## src/hdl/torque_limit_consts.vh

```
// Summary of operation
// - Three output pin groups, each chosen by its own allocation field.
// - One function allocated to several output groups drives each of them.
// - Codes 0 match, 1 rotation, 2 servo ready, 3 torque limiting, 4 brake.
// - Codes 5 index pulse, 6 overtravel, 7 excitation, 8 torque detection.
// - Code A remote output 0, B remote output 1, D position compare, C reserved.
// - Applied torque never exceeds motor maximum; larger limits clamp to it.
// - Internal limiting caps forward and reverse torque only while the matching input is on.
// - Internal limits accept 0 to 350 percent, default 300, act at once.
// - External limits accept 0 to 350 percent, default 100, act at once.
// - Forward input on caps forward torque at smaller of internal and external.
// - Forward input off caps forward torque at the forward external setting.
// - Reverse input on caps reverse torque at smaller of internal and external.
// - Reverse input off caps reverse torque at the reverse external setting.
// - Torque-limiting output is on while output torque is being limited.
// - Torque-limiting output is off while output torque is not limited.
// - Input allocation code 3 selects forward limit, code 4 reverse limit.
`ifndef TORQUE_LIMIT_CONSTS_VH
`define TORQUE_LIMIT_CONSTS_VH

`define REG_OUT_ALLOC    4'h0
`define REG_IN_ALLOC_A   4'h1
`define REG_IN_ALLOC_B   4'h2
`define REG_FWD_INT      4'h3
`define REG_REV_INT      4'h4
`define REG_FWD_EXT      4'h5
`define REG_REV_EXT      4'h6
`define REG_MAX_TORQUE   4'h7
`define REG_REMOTE       4'h8
`define REG_IRQ_STATUS   4'h9
`define REG_IRQ_MASK     4'ha
`define REG_LIVE         4'hb

`define RST_OUT_ALLOC    12'h210
`define RST_IN_ALLOC_A   16'h3210
`define RST_IN_ALLOC_B   4'h4
`define RST_INT_LIMIT    9'h12c
`define RST_EXT_LIMIT    9'h064
`define RST_MAX_TORQUE   9'h12c
`define LIMIT_MAX        9'h15e
`define TORQUE_SCALE     4'ha

`define FN_MATCH         4'h0
`define FN_ROTATION      4'h1
`define FN_SERVO_READY   4'h2
`define FN_TORQUE_LIMIT  4'h3
`define FN_BRAKE         4'h4
`define FN_INDEX_PULSE   4'h5
`define FN_OVERTRAVEL    4'h6
`define FN_EXCITATION    4'h7
`define FN_TORQUE_DETECT 4'h8
`define FN_REMOTE_0      4'ha
`define FN_REMOTE_1      4'hb
`define FN_POS_COMPARE   4'hd

`define IN_FN_FWD_LIMIT  4'h3
`define IN_FN_REV_LIMIT  4'h4

`define IRQ_LIM_RISE     0
`define IRQ_LIM_FALL     1
`define IRQ_FWD_CHANGE   2
`define IRQ_REV_CHANGE   3

`endif

```

## src/hdl/torque_limit_select_and_output_map.v

```verilog
// Local design decisions: the address map and strobed register access.
`timescale 1ns/1ns
`default_nettype none
`include "torque_limit_consts.vh"

module torque_limit_select_and_output_map
(
    input  wire        sys_clk_i,
    input  wire        arst_n_i,
    input  wire [3:0]  reg_addr_i,
    input  wire [15:0] reg_wdata_i,
    input  wire        reg_wr_i,
    input  wire        reg_rd_i,
    output wire [15:0] reg_rdata_o,
    input  wire [4:0]  in_pins_i,
    input  wire        position_or_speed_match_i,
    input  wire        rotation_detected_i,
    input  wire        servo_ready_i,
    input  wire        brake_release_i,
    input  wire        motor_index_pulse_i,
    input  wire        overtravel_i,
    input  wire        motor_excitation_i,
    input  wire        torque_detect_i,
    input  wire        position_compare_i,
    input  wire [15:0] torque_ref_i,
    output wire [15:0] torque_cmd_o,
    output wire        torque_limiting_out_o,
    output wire        fwd_ext_limit_in_o,
    output wire        rev_ext_limit_in_o,
    output wire [2:0]  out_group_o,
    output wire        irq_o
);

    // Limit settings are percent; the torque reference is in tenths of a percent.
    function [9:0] min9;
        input [8:0] a;
        input [8:0] b;
        begin
            min9 = {1'b0, (a < b) ? a : b};
        end
    endfunction

    // Setting writes saturate at the top of the legal range.
    function [8:0] sat_limit;
        input [15:0] v;
        begin
            sat_limit = (v > {7'h00, `LIMIT_MAX}) ? `LIMIT_MAX : v[8:0];
        end
    endfunction

    function [15:0] pct_to_ref;
        input [8:0] pct;
        begin
            pct_to_ref = {7'h00, pct} * {12'h000, `TORQUE_SCALE};
        end
    endfunction

    // One-hot decode of a 4-bit function code onto the 16 function lines.
    function [15:0] decode_fn;
        input [3:0] code;
        begin
            decode_fn = 16'h0001 << code;
        end
    endfunction

    reg  [11:0] out_alloc_q;
    reg  [15:0] in_alloc_a_q;
    reg  [3:0]  in_alloc_b_q;
    reg  [8:0]  fwd_int_q;
    reg  [8:0]  rev_int_q;
    reg  [8:0]  fwd_ext_q;
    reg  [8:0]  rev_ext_q;
    reg  [8:0]  max_torque_q;
    reg  [1:0]  remote_q;
    reg  [3:0]  irq_status_q;
    reg  [3:0]  irq_mask_q;
    reg  [15:0] rdata_q;
    reg  [4:0]  pins_meta_q;
    reg  [4:0]  pins_sync_q;
    reg  [15:0] torque_cmd_q;
    reg         lim_active_q;
    reg         fwd_lim_q;
    reg         rev_lim_q;
    reg  [2:0]  out_group_q;

    wire        wr_hit_out_alloc = reg_wr_i && (reg_addr_i == `REG_OUT_ALLOC);
    wire        wr_hit_in_a      = reg_wr_i && (reg_addr_i == `REG_IN_ALLOC_A);
    wire        wr_hit_in_b      = reg_wr_i && (reg_addr_i == `REG_IN_ALLOC_B);
    wire        wr_hit_fwd_int   = reg_wr_i && (reg_addr_i == `REG_FWD_INT);
    wire        wr_hit_rev_int   = reg_wr_i && (reg_addr_i == `REG_REV_INT);
    wire        wr_hit_fwd_ext   = reg_wr_i && (reg_addr_i == `REG_FWD_EXT);
    wire        wr_hit_rev_ext   = reg_wr_i && (reg_addr_i == `REG_REV_EXT);
    wire        wr_hit_max       = reg_wr_i && (reg_addr_i == `REG_MAX_TORQUE);
    wire        wr_hit_remote    = reg_wr_i && (reg_addr_i == `REG_REMOTE);
    wire        wr_hit_mask      = reg_wr_i && (reg_addr_i == `REG_IRQ_MASK);
    wire        rd_hit_status    = reg_rd_i && (reg_addr_i == `REG_IRQ_STATUS);

    // Setting registers; new values take effect on the very next cycle.
    always @(posedge sys_clk_i or negedge arst_n_i)
    begin
        if (!arst_n_i)
        begin
            out_alloc_q  <= `RST_OUT_ALLOC;
            in_alloc_a_q <= `RST_IN_ALLOC_A;
            in_alloc_b_q <= `RST_IN_ALLOC_B;
            fwd_int_q    <= `RST_INT_LIMIT;
            rev_int_q    <= `RST_INT_LIMIT;
            fwd_ext_q    <= `RST_EXT_LIMIT;
            rev_ext_q    <= `RST_EXT_LIMIT;
            max_torque_q <= `RST_MAX_TORQUE;
            remote_q     <= 2'h0;
            irq_mask_q   <= 4'h0;
        end
        else
        begin
            if (wr_hit_out_alloc)
            begin
                out_alloc_q <= reg_wdata_i[11:0];
            end
            if (wr_hit_in_a)
            begin
                in_alloc_a_q <= reg_wdata_i;
            end
            if (wr_hit_in_b)
            begin
                in_alloc_b_q <= reg_wdata_i[3:0];
            end
            if (wr_hit_fwd_int)
            begin
                fwd_int_q <= sat_limit(reg_wdata_i);
            end
            if (wr_hit_rev_int)
            begin
                rev_int_q <= sat_limit(reg_wdata_i);
            end
            if (wr_hit_fwd_ext)
            begin
                fwd_ext_q <= sat_limit(reg_wdata_i);
            end
            if (wr_hit_rev_ext)
            begin
                rev_ext_q <= sat_limit(reg_wdata_i);
            end
            if (wr_hit_max)
            begin
                max_torque_q <= sat_limit(reg_wdata_i);
            end
            if (wr_hit_remote)
            begin
                remote_q <= reg_wdata_i[1:0];
            end
            if (wr_hit_mask)
            begin
                irq_mask_q <= reg_wdata_i[3:0];
            end
        end
    end

    // Input pins come from the connector and are synchronised before use.
    always @(posedge sys_clk_i or negedge arst_n_i)
    begin
        if (!arst_n_i)
        begin
            pins_meta_q <= 5'h00;
            pins_sync_q <= 5'h00;
        end
        else
        begin
            pins_meta_q <= in_pins_i;
            pins_sync_q <= pins_meta_q;
        end
    end

    // A function allocated to several pins is the OR of those pins.
    reg         fwd_lim_d;
    reg         rev_lim_d;
    reg  [3:0]  pin_code;
    integer     p;

    always @*
    begin
        fwd_lim_d = 1'b0;
        rev_lim_d = 1'b0;
        pin_code  = 4'h0;
        for (p = 0; p < 5; p = p + 1)
        begin
            if (p == 4)
            begin
                pin_code = in_alloc_b_q;
            end
            else
            begin
                pin_code = in_alloc_a_q[4*p +: 4];
            end
            if (pin_code == `IN_FN_FWD_LIMIT && pins_sync_q[p])
            begin
                fwd_lim_d = 1'b1;
            end
            if (pin_code == `IN_FN_REV_LIMIT && pins_sync_q[p])
            begin
                rev_lim_d = 1'b1;
            end
        end
    end

    // Limit selection for each direction, in percent.
    reg  [9:0]  fwd_cap_pct;
    reg  [9:0]  rev_cap_pct;

    always @*
    begin
        if (fwd_lim_d)
        begin
            fwd_cap_pct = min9(fwd_int_q, fwd_ext_q);
        end
        else
        begin
            fwd_cap_pct = {1'b0, fwd_ext_q};
        end
        if (rev_lim_d)
        begin
            rev_cap_pct = min9(rev_int_q, rev_ext_q);
        end
        else
        begin
            rev_cap_pct = {1'b0, rev_ext_q};
        end
        fwd_cap_pct = min9(fwd_cap_pct[8:0], max_torque_q);
        rev_cap_pct = min9(rev_cap_pct[8:0], max_torque_q);
    end

    wire [15:0] fwd_cap  = pct_to_ref(fwd_cap_pct[8:0]);
    wire [15:0] rev_cap  = pct_to_ref(rev_cap_pct[8:0]);
    wire        ref_neg  = torque_ref_i[15];
    wire [15:0] ref_mag  = ref_neg ? (16'h0000 - torque_ref_i) : torque_ref_i;

    // The most negative reference has a magnitude that does not fit the
    // signed range; it is still above any legal cap, so it clamps correctly.
    reg  [15:0] torque_cmd_d;
    reg         lim_active_d;

    always @*
    begin
        torque_cmd_d = torque_ref_i;
        lim_active_d = 1'b0;
        if (!ref_neg && ref_mag > fwd_cap)
        begin
            torque_cmd_d = fwd_cap;
            lim_active_d = 1'b1;
        end
        else if (ref_neg && ref_mag > rev_cap)
        begin
            torque_cmd_d = 16'h0000 - rev_cap;
            lim_active_d = 1'b1;
        end
    end

    // Function lines indexed by output allocation code; 9, C, E and F stay low.
    wire [15:0] fn_lines = {
        2'b00,
        position_compare_i,
        1'b0,
        remote_q[1],
        remote_q[0],
        1'b0,
        torque_detect_i,
        motor_excitation_i,
        overtravel_i,
        motor_index_pulse_i,
        brake_release_i,
        lim_active_q,
        servo_ready_i,
        rotation_detected_i,
        position_or_speed_match_i};

    reg  [2:0]  out_group_d;
    integer     g;

    always @*
    begin
        out_group_d = 3'h0;
        for (g = 0; g < 3; g = g + 1)
            out_group_d[g] = |(fn_lines & decode_fn(out_alloc_q[4*g +: 4]));
    end

    // Torque path and status registers.
    always @(posedge sys_clk_i or negedge arst_n_i)
    begin
        if (!arst_n_i)
        begin
            torque_cmd_q <= 16'h0000;
            lim_active_q <= 1'b0;
            fwd_lim_q    <= 1'b0;
            rev_lim_q    <= 1'b0;
            out_group_q  <= 3'h0;
        end
        else
        begin
            torque_cmd_q <= torque_cmd_d;
            lim_active_q <= lim_active_d;
            fwd_lim_q    <= fwd_lim_d;
            rev_lim_q    <= rev_lim_d;
            out_group_q  <= out_group_d;
        end
    end

    // Sticky event flags; an event in the clearing cycle survives the read.
    wire [3:0]  irq_event;

    assign irq_event[`IRQ_LIM_RISE]   = lim_active_d & ~lim_active_q;
    assign irq_event[`IRQ_LIM_FALL]   = ~lim_active_d & lim_active_q;
    assign irq_event[`IRQ_FWD_CHANGE] = fwd_lim_d ^ fwd_lim_q;
    assign irq_event[`IRQ_REV_CHANGE] = rev_lim_d ^ rev_lim_q;

    always @(posedge sys_clk_i or negedge arst_n_i)
    begin
        if (!arst_n_i)
        begin
            irq_status_q <= 4'h0;
        end
        else if (rd_hit_status)
        begin
            irq_status_q <= irq_event;
        end
        else
        begin
            irq_status_q <= irq_status_q | irq_event;
        end
    end

    // Read data stands for exactly one cycle after the strobe, zero otherwise.
    reg  [15:0] rdata_d;

    always @*
    begin
        case (reg_addr_i)
            `REG_OUT_ALLOC:  rdata_d = {4'h0, out_alloc_q};
            `REG_IN_ALLOC_A: rdata_d = in_alloc_a_q;
            `REG_IN_ALLOC_B: rdata_d = {12'h000, in_alloc_b_q};
            `REG_FWD_INT:    rdata_d = {7'h00, fwd_int_q};
            `REG_REV_INT:    rdata_d = {7'h00, rev_int_q};
            `REG_FWD_EXT:    rdata_d = {7'h00, fwd_ext_q};
            `REG_REV_EXT:    rdata_d = {7'h00, rev_ext_q};
            `REG_MAX_TORQUE: rdata_d = {7'h00, max_torque_q};
            `REG_REMOTE:     rdata_d = {14'h0000, remote_q};
            `REG_IRQ_STATUS: rdata_d = {12'h000, irq_status_q};
            `REG_IRQ_MASK:   rdata_d = {12'h000, irq_mask_q};
            `REG_LIVE:       rdata_d = {3'h0, pins_sync_q, 2'h0, out_group_q,
                                        rev_lim_q, fwd_lim_q, lim_active_q};
            default:         rdata_d = 16'h0000;
        endcase
    end

    always @(posedge sys_clk_i or negedge arst_n_i)
    begin
        if (!arst_n_i)
        begin
            rdata_q <= 16'h0000;
        end
        else if (reg_rd_i)
        begin
            rdata_q <= rdata_d;
        end
        else
        begin
            rdata_q <= 16'h0000;
        end
    end

    assign reg_rdata_o           = rdata_q;
    assign torque_cmd_o          = torque_cmd_q;
    assign torque_limiting_out_o = lim_active_q;
    assign fwd_ext_limit_in_o    = fwd_lim_q;
    assign rev_ext_limit_in_o    = rev_lim_q;
    assign out_group_o           = out_group_q;
    assign irq_o                 = |(irq_status_q & irq_mask_q);

endmodule

`default_nettype wire

```

## config.mk

```make
export PLATFORM = sky130hd
export DESIGN_NAME = torque_limit_select_and_output_map
export DESIGN_NICKNAME = d
export VERILOG_FILES = /design/src/hdl/torque_limit_select_and_output_map.v
export VERILOG_INCLUDE_DIRS = /design/src /design/src/hdl
export SDC_FILE = /design/constraint.sdc
export NUM_CORES = 1
export LEC_CHECK = 0
export CAP_MARGIN = 20
export CORE_ASPECT_RATIO = 0.7
export CORE_MARGIN = 2
export CORE_UTILIZATION = 50
export DETAILED_ROUTE_END_ITERATION = 6
export DONT_BUFFER_PORTS = 1
export GPL_ROUTABILITY_DRIVEN = 0
export GPL_TIMING_DRIVEN = 0
export PLACE_DENSITY = 0.75
export SLEW_MARGIN = 30
export SYNTH_ARGS = -nofsm -noshare
export SYNTH_HDL_FRONTEND = slang
export SYNTH_SLANG_ARGS = --single-unit
```

## constraint.sdc

```tcl
create_clock -name sys_clk_i -period 14.9 [get_ports sys_clk_i]
set_input_delay 0.745 -clock sys_clk_i [delete_from_list [all_inputs] [get_ports sys_clk_i]]
set_output_delay 0.745 -clock sys_clk_i [all_outputs]
set_load 0.05 [all_outputs]
```

==> results.md <==
- Setup total negative slack on the finished layout was measured at 0 ns.
- After detailed routing, the number of remaining DRC violations is 0.
- The endpoint identified for the worst register-to-register timing path is torque_cmd_o[11].
- The initial antenna violation count came to 0.
- The area growth from synthesis to layout is 10.1%.
- The repair_antennas step left the layout with diodes totalling 0.
- The main flop type after synthesis is dfrtp_1.
- After Yosys synthesis, and, or, nand and nor cells account for between 10% and 20% of the synthesized area.
- The number of distinct library cells after synthesis is just over 70.
- The peak fanout along the critical path is 10.
- The worst reg-to-reg setup slack is 5.55 ns.
- The routed design has approximately 27000 µm of wire.
- The launch point of the worst path is fwd_ext_q[2].
- The CTS tree is yes.
- The reported max-cap violation count is 0.
- The count of endpoints failing hold in the final timing report is 0.
- The parity-gate share of the synthesized area counting xor and xnor cells is under 10%.
- The floorplan has between 40 and 50 rows.
- Averaged over all synthesized cells, the footprint is ~9.4 µm².
- The met3 layer wire length in the routed design is 3560 µm.
- The number of buffers inserted to repair setup after CTS is 0.
- At the worst endpoint, the required time is between 15 and 20 ns.
- The complex-gate fraction of the synthesized area is 17.8%.
- The worst voltage drop across the vdd grid is approximately 110 µV.
- The worst clock skew is about 0.0095 ns.
- For this run, the slowest stage of the critical path takes approximately 0.55 ns.
- The critical path ends at torque_cmd_o[11].
- The worst setup path is captured at a flip-flop.
- The achievable frequency is between 0.1 and 0.15 GHz.
- The multiplexer share of the synthesized area is roughly a tenth.
- The area of the die is 19300 µm².
- The detailed placement HPWL is approximately 21000 µm.
- By area, the combinational part of the netlist is dominated by compound AO/OA/AOI/OAI gates.
- The number of buffers created by CTS is 17.
- Yosys attributes the largest share of cell area to dfrtp_1 30%, ha_1 12%, dfstp_2 7.2%.
- The shortest clock period the worst path allows after layout is just over 9 ns.
- For this run, the register share of the synthesized area comes to between 30% and 40%.
- Once the clock tree was built, the resizer swapped 0 gates to a different size.
- The data arrival time of the worst path is approximately 9.6 ns.
- The first global-routing pass estimated about 42000 µm of wire.
- The total routed wire length on the met1 layer is around 12000 µm.
- Using the TritonRoute via totals, the vias-per-cell ratio works out to about 6.4.
- The number of nets with antenna violations after detailed routing is 0.
- In this run the count of I/O pins placed on the die edge is between 90 and 100.
- The top cell type's share of synthesized area is a little under a third.
- The floorplan core area is around 18000 µm².
- The overall fraction of global-route tracks in use is 28.8%.
- The detailed-routing iteration count for the pre-antenna-repair pass is 5.
- The die is between 150 and 200 µm wide.
- The uppermost layer routed is met4.
- Measured along the y axis, the die boundary spans 117 µm.
- The count of flip-flops with a built-in enable after synthesis is 0.
- Summed over all nets, wire length on met2 after detailed routing comes to between 10000 and 15000 µm.
- After clock tree synthesis, the flow added hold-fix buffers numbering 1.
- The synthesized netlist cell count is around 970.
- CTS saw 135 sinks.
- The via count of the first global-routing pass was 7369.
- In the final design database the tool counted roughly 1100 nets.
- The number of DRC markers in iteration 0 is 925.
- Setup violations remaining at the end of the flow were counted as 0.
- In the finished design, the share of the clock period the worst path needs comes to a little over three fifths.
- In the final routed layout, each cell accounts on average for around 22 µm.
- The minimum setup slack in the final design is 5.55 ns.
- By startpoint and endpoint, the worst setup path is classified as reg2reg.
- The worst slack after detailed placement is 5.73 ns.
- The clock reaches the later pin of the worst-skew pair after around 0.43 ns.
- After synthesis the netlist holds a flip-flop and latch count of 135.
- Of all cell types, the one taking the most synthesized area is dfrtp_1.
- On the critical path, the stage with the largest delay is an instance of o21ai_1.
- The synthesized netlist devotes 12.0% of its cell area to adder and majority cells.
- The CTS clock-pin slew for the worst setup and hold paths is 0.06 ns.
- The count of cells along the worst register-to-register path is 36.
- The fraction of layout cells with a size suffix above 1 is 13.5%.
- In this run the cell area of the synthesized design comes to roughly 9100 µm².
- In the synthesized netlist the async set-or-reset flop fraction comes to 100%.
- Setup repair after global routing left no endpoint under its margin.
- The worst hold path belongs to the class in2async.
- The areal power density over the cells is 215 nW/µm².
- The number of placed instances, taps included is ~1200.
- The maximum number of pins on one net before global-route repair is roughly 130.
- The initial utilization of the core area, before any placement, comes to 50.7%.
- Measured against its own limit, the worst slew margin works out to about two fifths.
- Counting along the longest clock path gives a buffer depth of 2.
- After the flow finishes, the layout carries non-filler instances totaling around 1200.
- For this run the aggregate overflow at the end of global routing stands at 0.
- The H-tree depth reported by CTS is 4.
- The count of warnings emitted by yosys is 0.
- Input and output buffers added on the ports amount to 0.
- The analysis attributes to cell leakage a power of 4.34 nW.
- The startpoint type of the worst setup path is a flip-flop.
- The synthesized netlist net count is ~1100.
- The cell sitting at the root of the clock tree is a clkbuf_16.
- The source of the worst register-to-register timing path is fwd_ext_q[2].
- The flow ran to the end, and the final reports show no timing, DRC or antenna violations.
- The total count of max-transition violations in the final report was 0.
- The routed layout has 7950 vias.
- For the pin with the worst max-slew slack, the measured transition is 0.871 ns.
-- per-stage QoR --
step | hold slack, ns | utilization, % | cell area (µm²) | total power, mW
finish | 0.0193 | 55.9 | 10000 | 2.15
global route | 0.00185 | 55.9 | 10000 | 2.30
CTS | 0.00289 | 55.6 | 9960 | 2.12
detailed placement | 0.335 | 52.4 | 9390 | 1.70
global placement | 0.332 | 52.4 | 9380 | 1.67
floorplan | 0.331 | - | 9080 | 1.43
-- cells by family (layout without fill, tap and decap cells) --
| group | count (synthesis) | after routing |
|---|---|---|
| and+or+nand+nor | 301 | 301 |
| AOI/OAI and AO/OA | 252 | 252 |
| DFF | 135 | 135 |
| adders and majority gates | 86 | 86 |
| buffers and inverters | 86 | 123 |
| muxes | 76 | 76 |
| xor gates and xnor gates | 32 | 32 |
-- worst min path at each step --
stage,start,to,cells after the start
floorplan,pins_meta_q[0],pins_sync_q[0],0
global placement,pins_meta_q[1],pins_sync_q[1],0
finish,arst_n_i,in_alloc_a_q[14],0
detailed placement,pins_meta_q[0],pins_sync_q[0],0
global route,arst_n_i,rev_ext_limit_in_o,0
CTS,arst_n_i,reg_rdata_o[10],0
-- cell usage after synthesis (all sizes together), types with 5 or more instances --
cell	number
and2	5
o31ai	6
or2	6
or3	7
dfstp	25
inv	50
nand4	6
nand2b	10
a21oi	46
clkbuf	31
o211ai	6
nor4	7
nor3	13
nor2	57
nor2b	17
and3	8
a31oi	9
buf	5
ha	84
mux2	53
mux2i	17
a22oi	18
nand2	126
a211oi	8
dfrtp	110
o21ai	100
a221oi	5
mux4	6
nand3	21
o21a	6
o221ai	7
xnor2	28
a22o	7
-- cells in the final DEF, fill, tap and decap left out, drive strengths merged, types with 7 or more instances in the layout --
master	n
mux2i	17
o21ai	100
nand2b	10
a21oi	46
a22oi	18
dfrtp	110
mux2	53
nand3	21
a211oi	8
nor2	57
and3	8
nor3	13
or3	7
dfstp	25
a22o	7
xnor2	28
nand2	126
inv	54
o221ai	7
ha	84
nor4	7
clkbuf	51
a31oi	9
nor2b	17
-- sequential cells by signal, indices dropped and copies added (netlist names), 12 cells and up --
register / count
torque_cmd_o: 16
out_alloc_q: 12
in_alloc_a_q: 16
reg_rdata_o: 16
-- power by group --
part           leakage (nW)  switching, mW  total [mW]  internal (mW)
Combinational          2.45          0.657        1.13          0.469
Sequential             1.62          0.167       0.615          0.449
Clock                 0.264          0.170       0.406          0.236
Total                  4.34          0.994        2.15           1.15
-- final cells by class --
class,count,area (µm²)
Clock inverter,12,118
Timing Repair Buffer,5,50.0
Inverter,50,188
Sequential cell,135,3410
Multi-Input combinational cell,747,5350
Buffer,36,146
Tap cell,236,295
Fill cell,1588,7900
Clock buffer,20,447
-- per-layer routing --
| layer | up-vias | track usage, % |
|---|---|---|
| met2 | 442 | 38.1 |
| met1 | 3874 | 43.5 |
| met4 | 0 | 8.41 |
| met3 | 54 | 10.6 |
| li1 | 3580 | - |
| met5 | - | 0 |
-- critical path: cells and delay by family (launching register included) --
family	cells	cell delay (ns)
compound gates	19	4.53
xor+xnor	1	0.24
fa+ha+maj	6	1.81
buf+inv	5	1.24
flops	1	0.53
simple gates	5	0.84
Note: power is estimated with default switching activity, not from simulation.
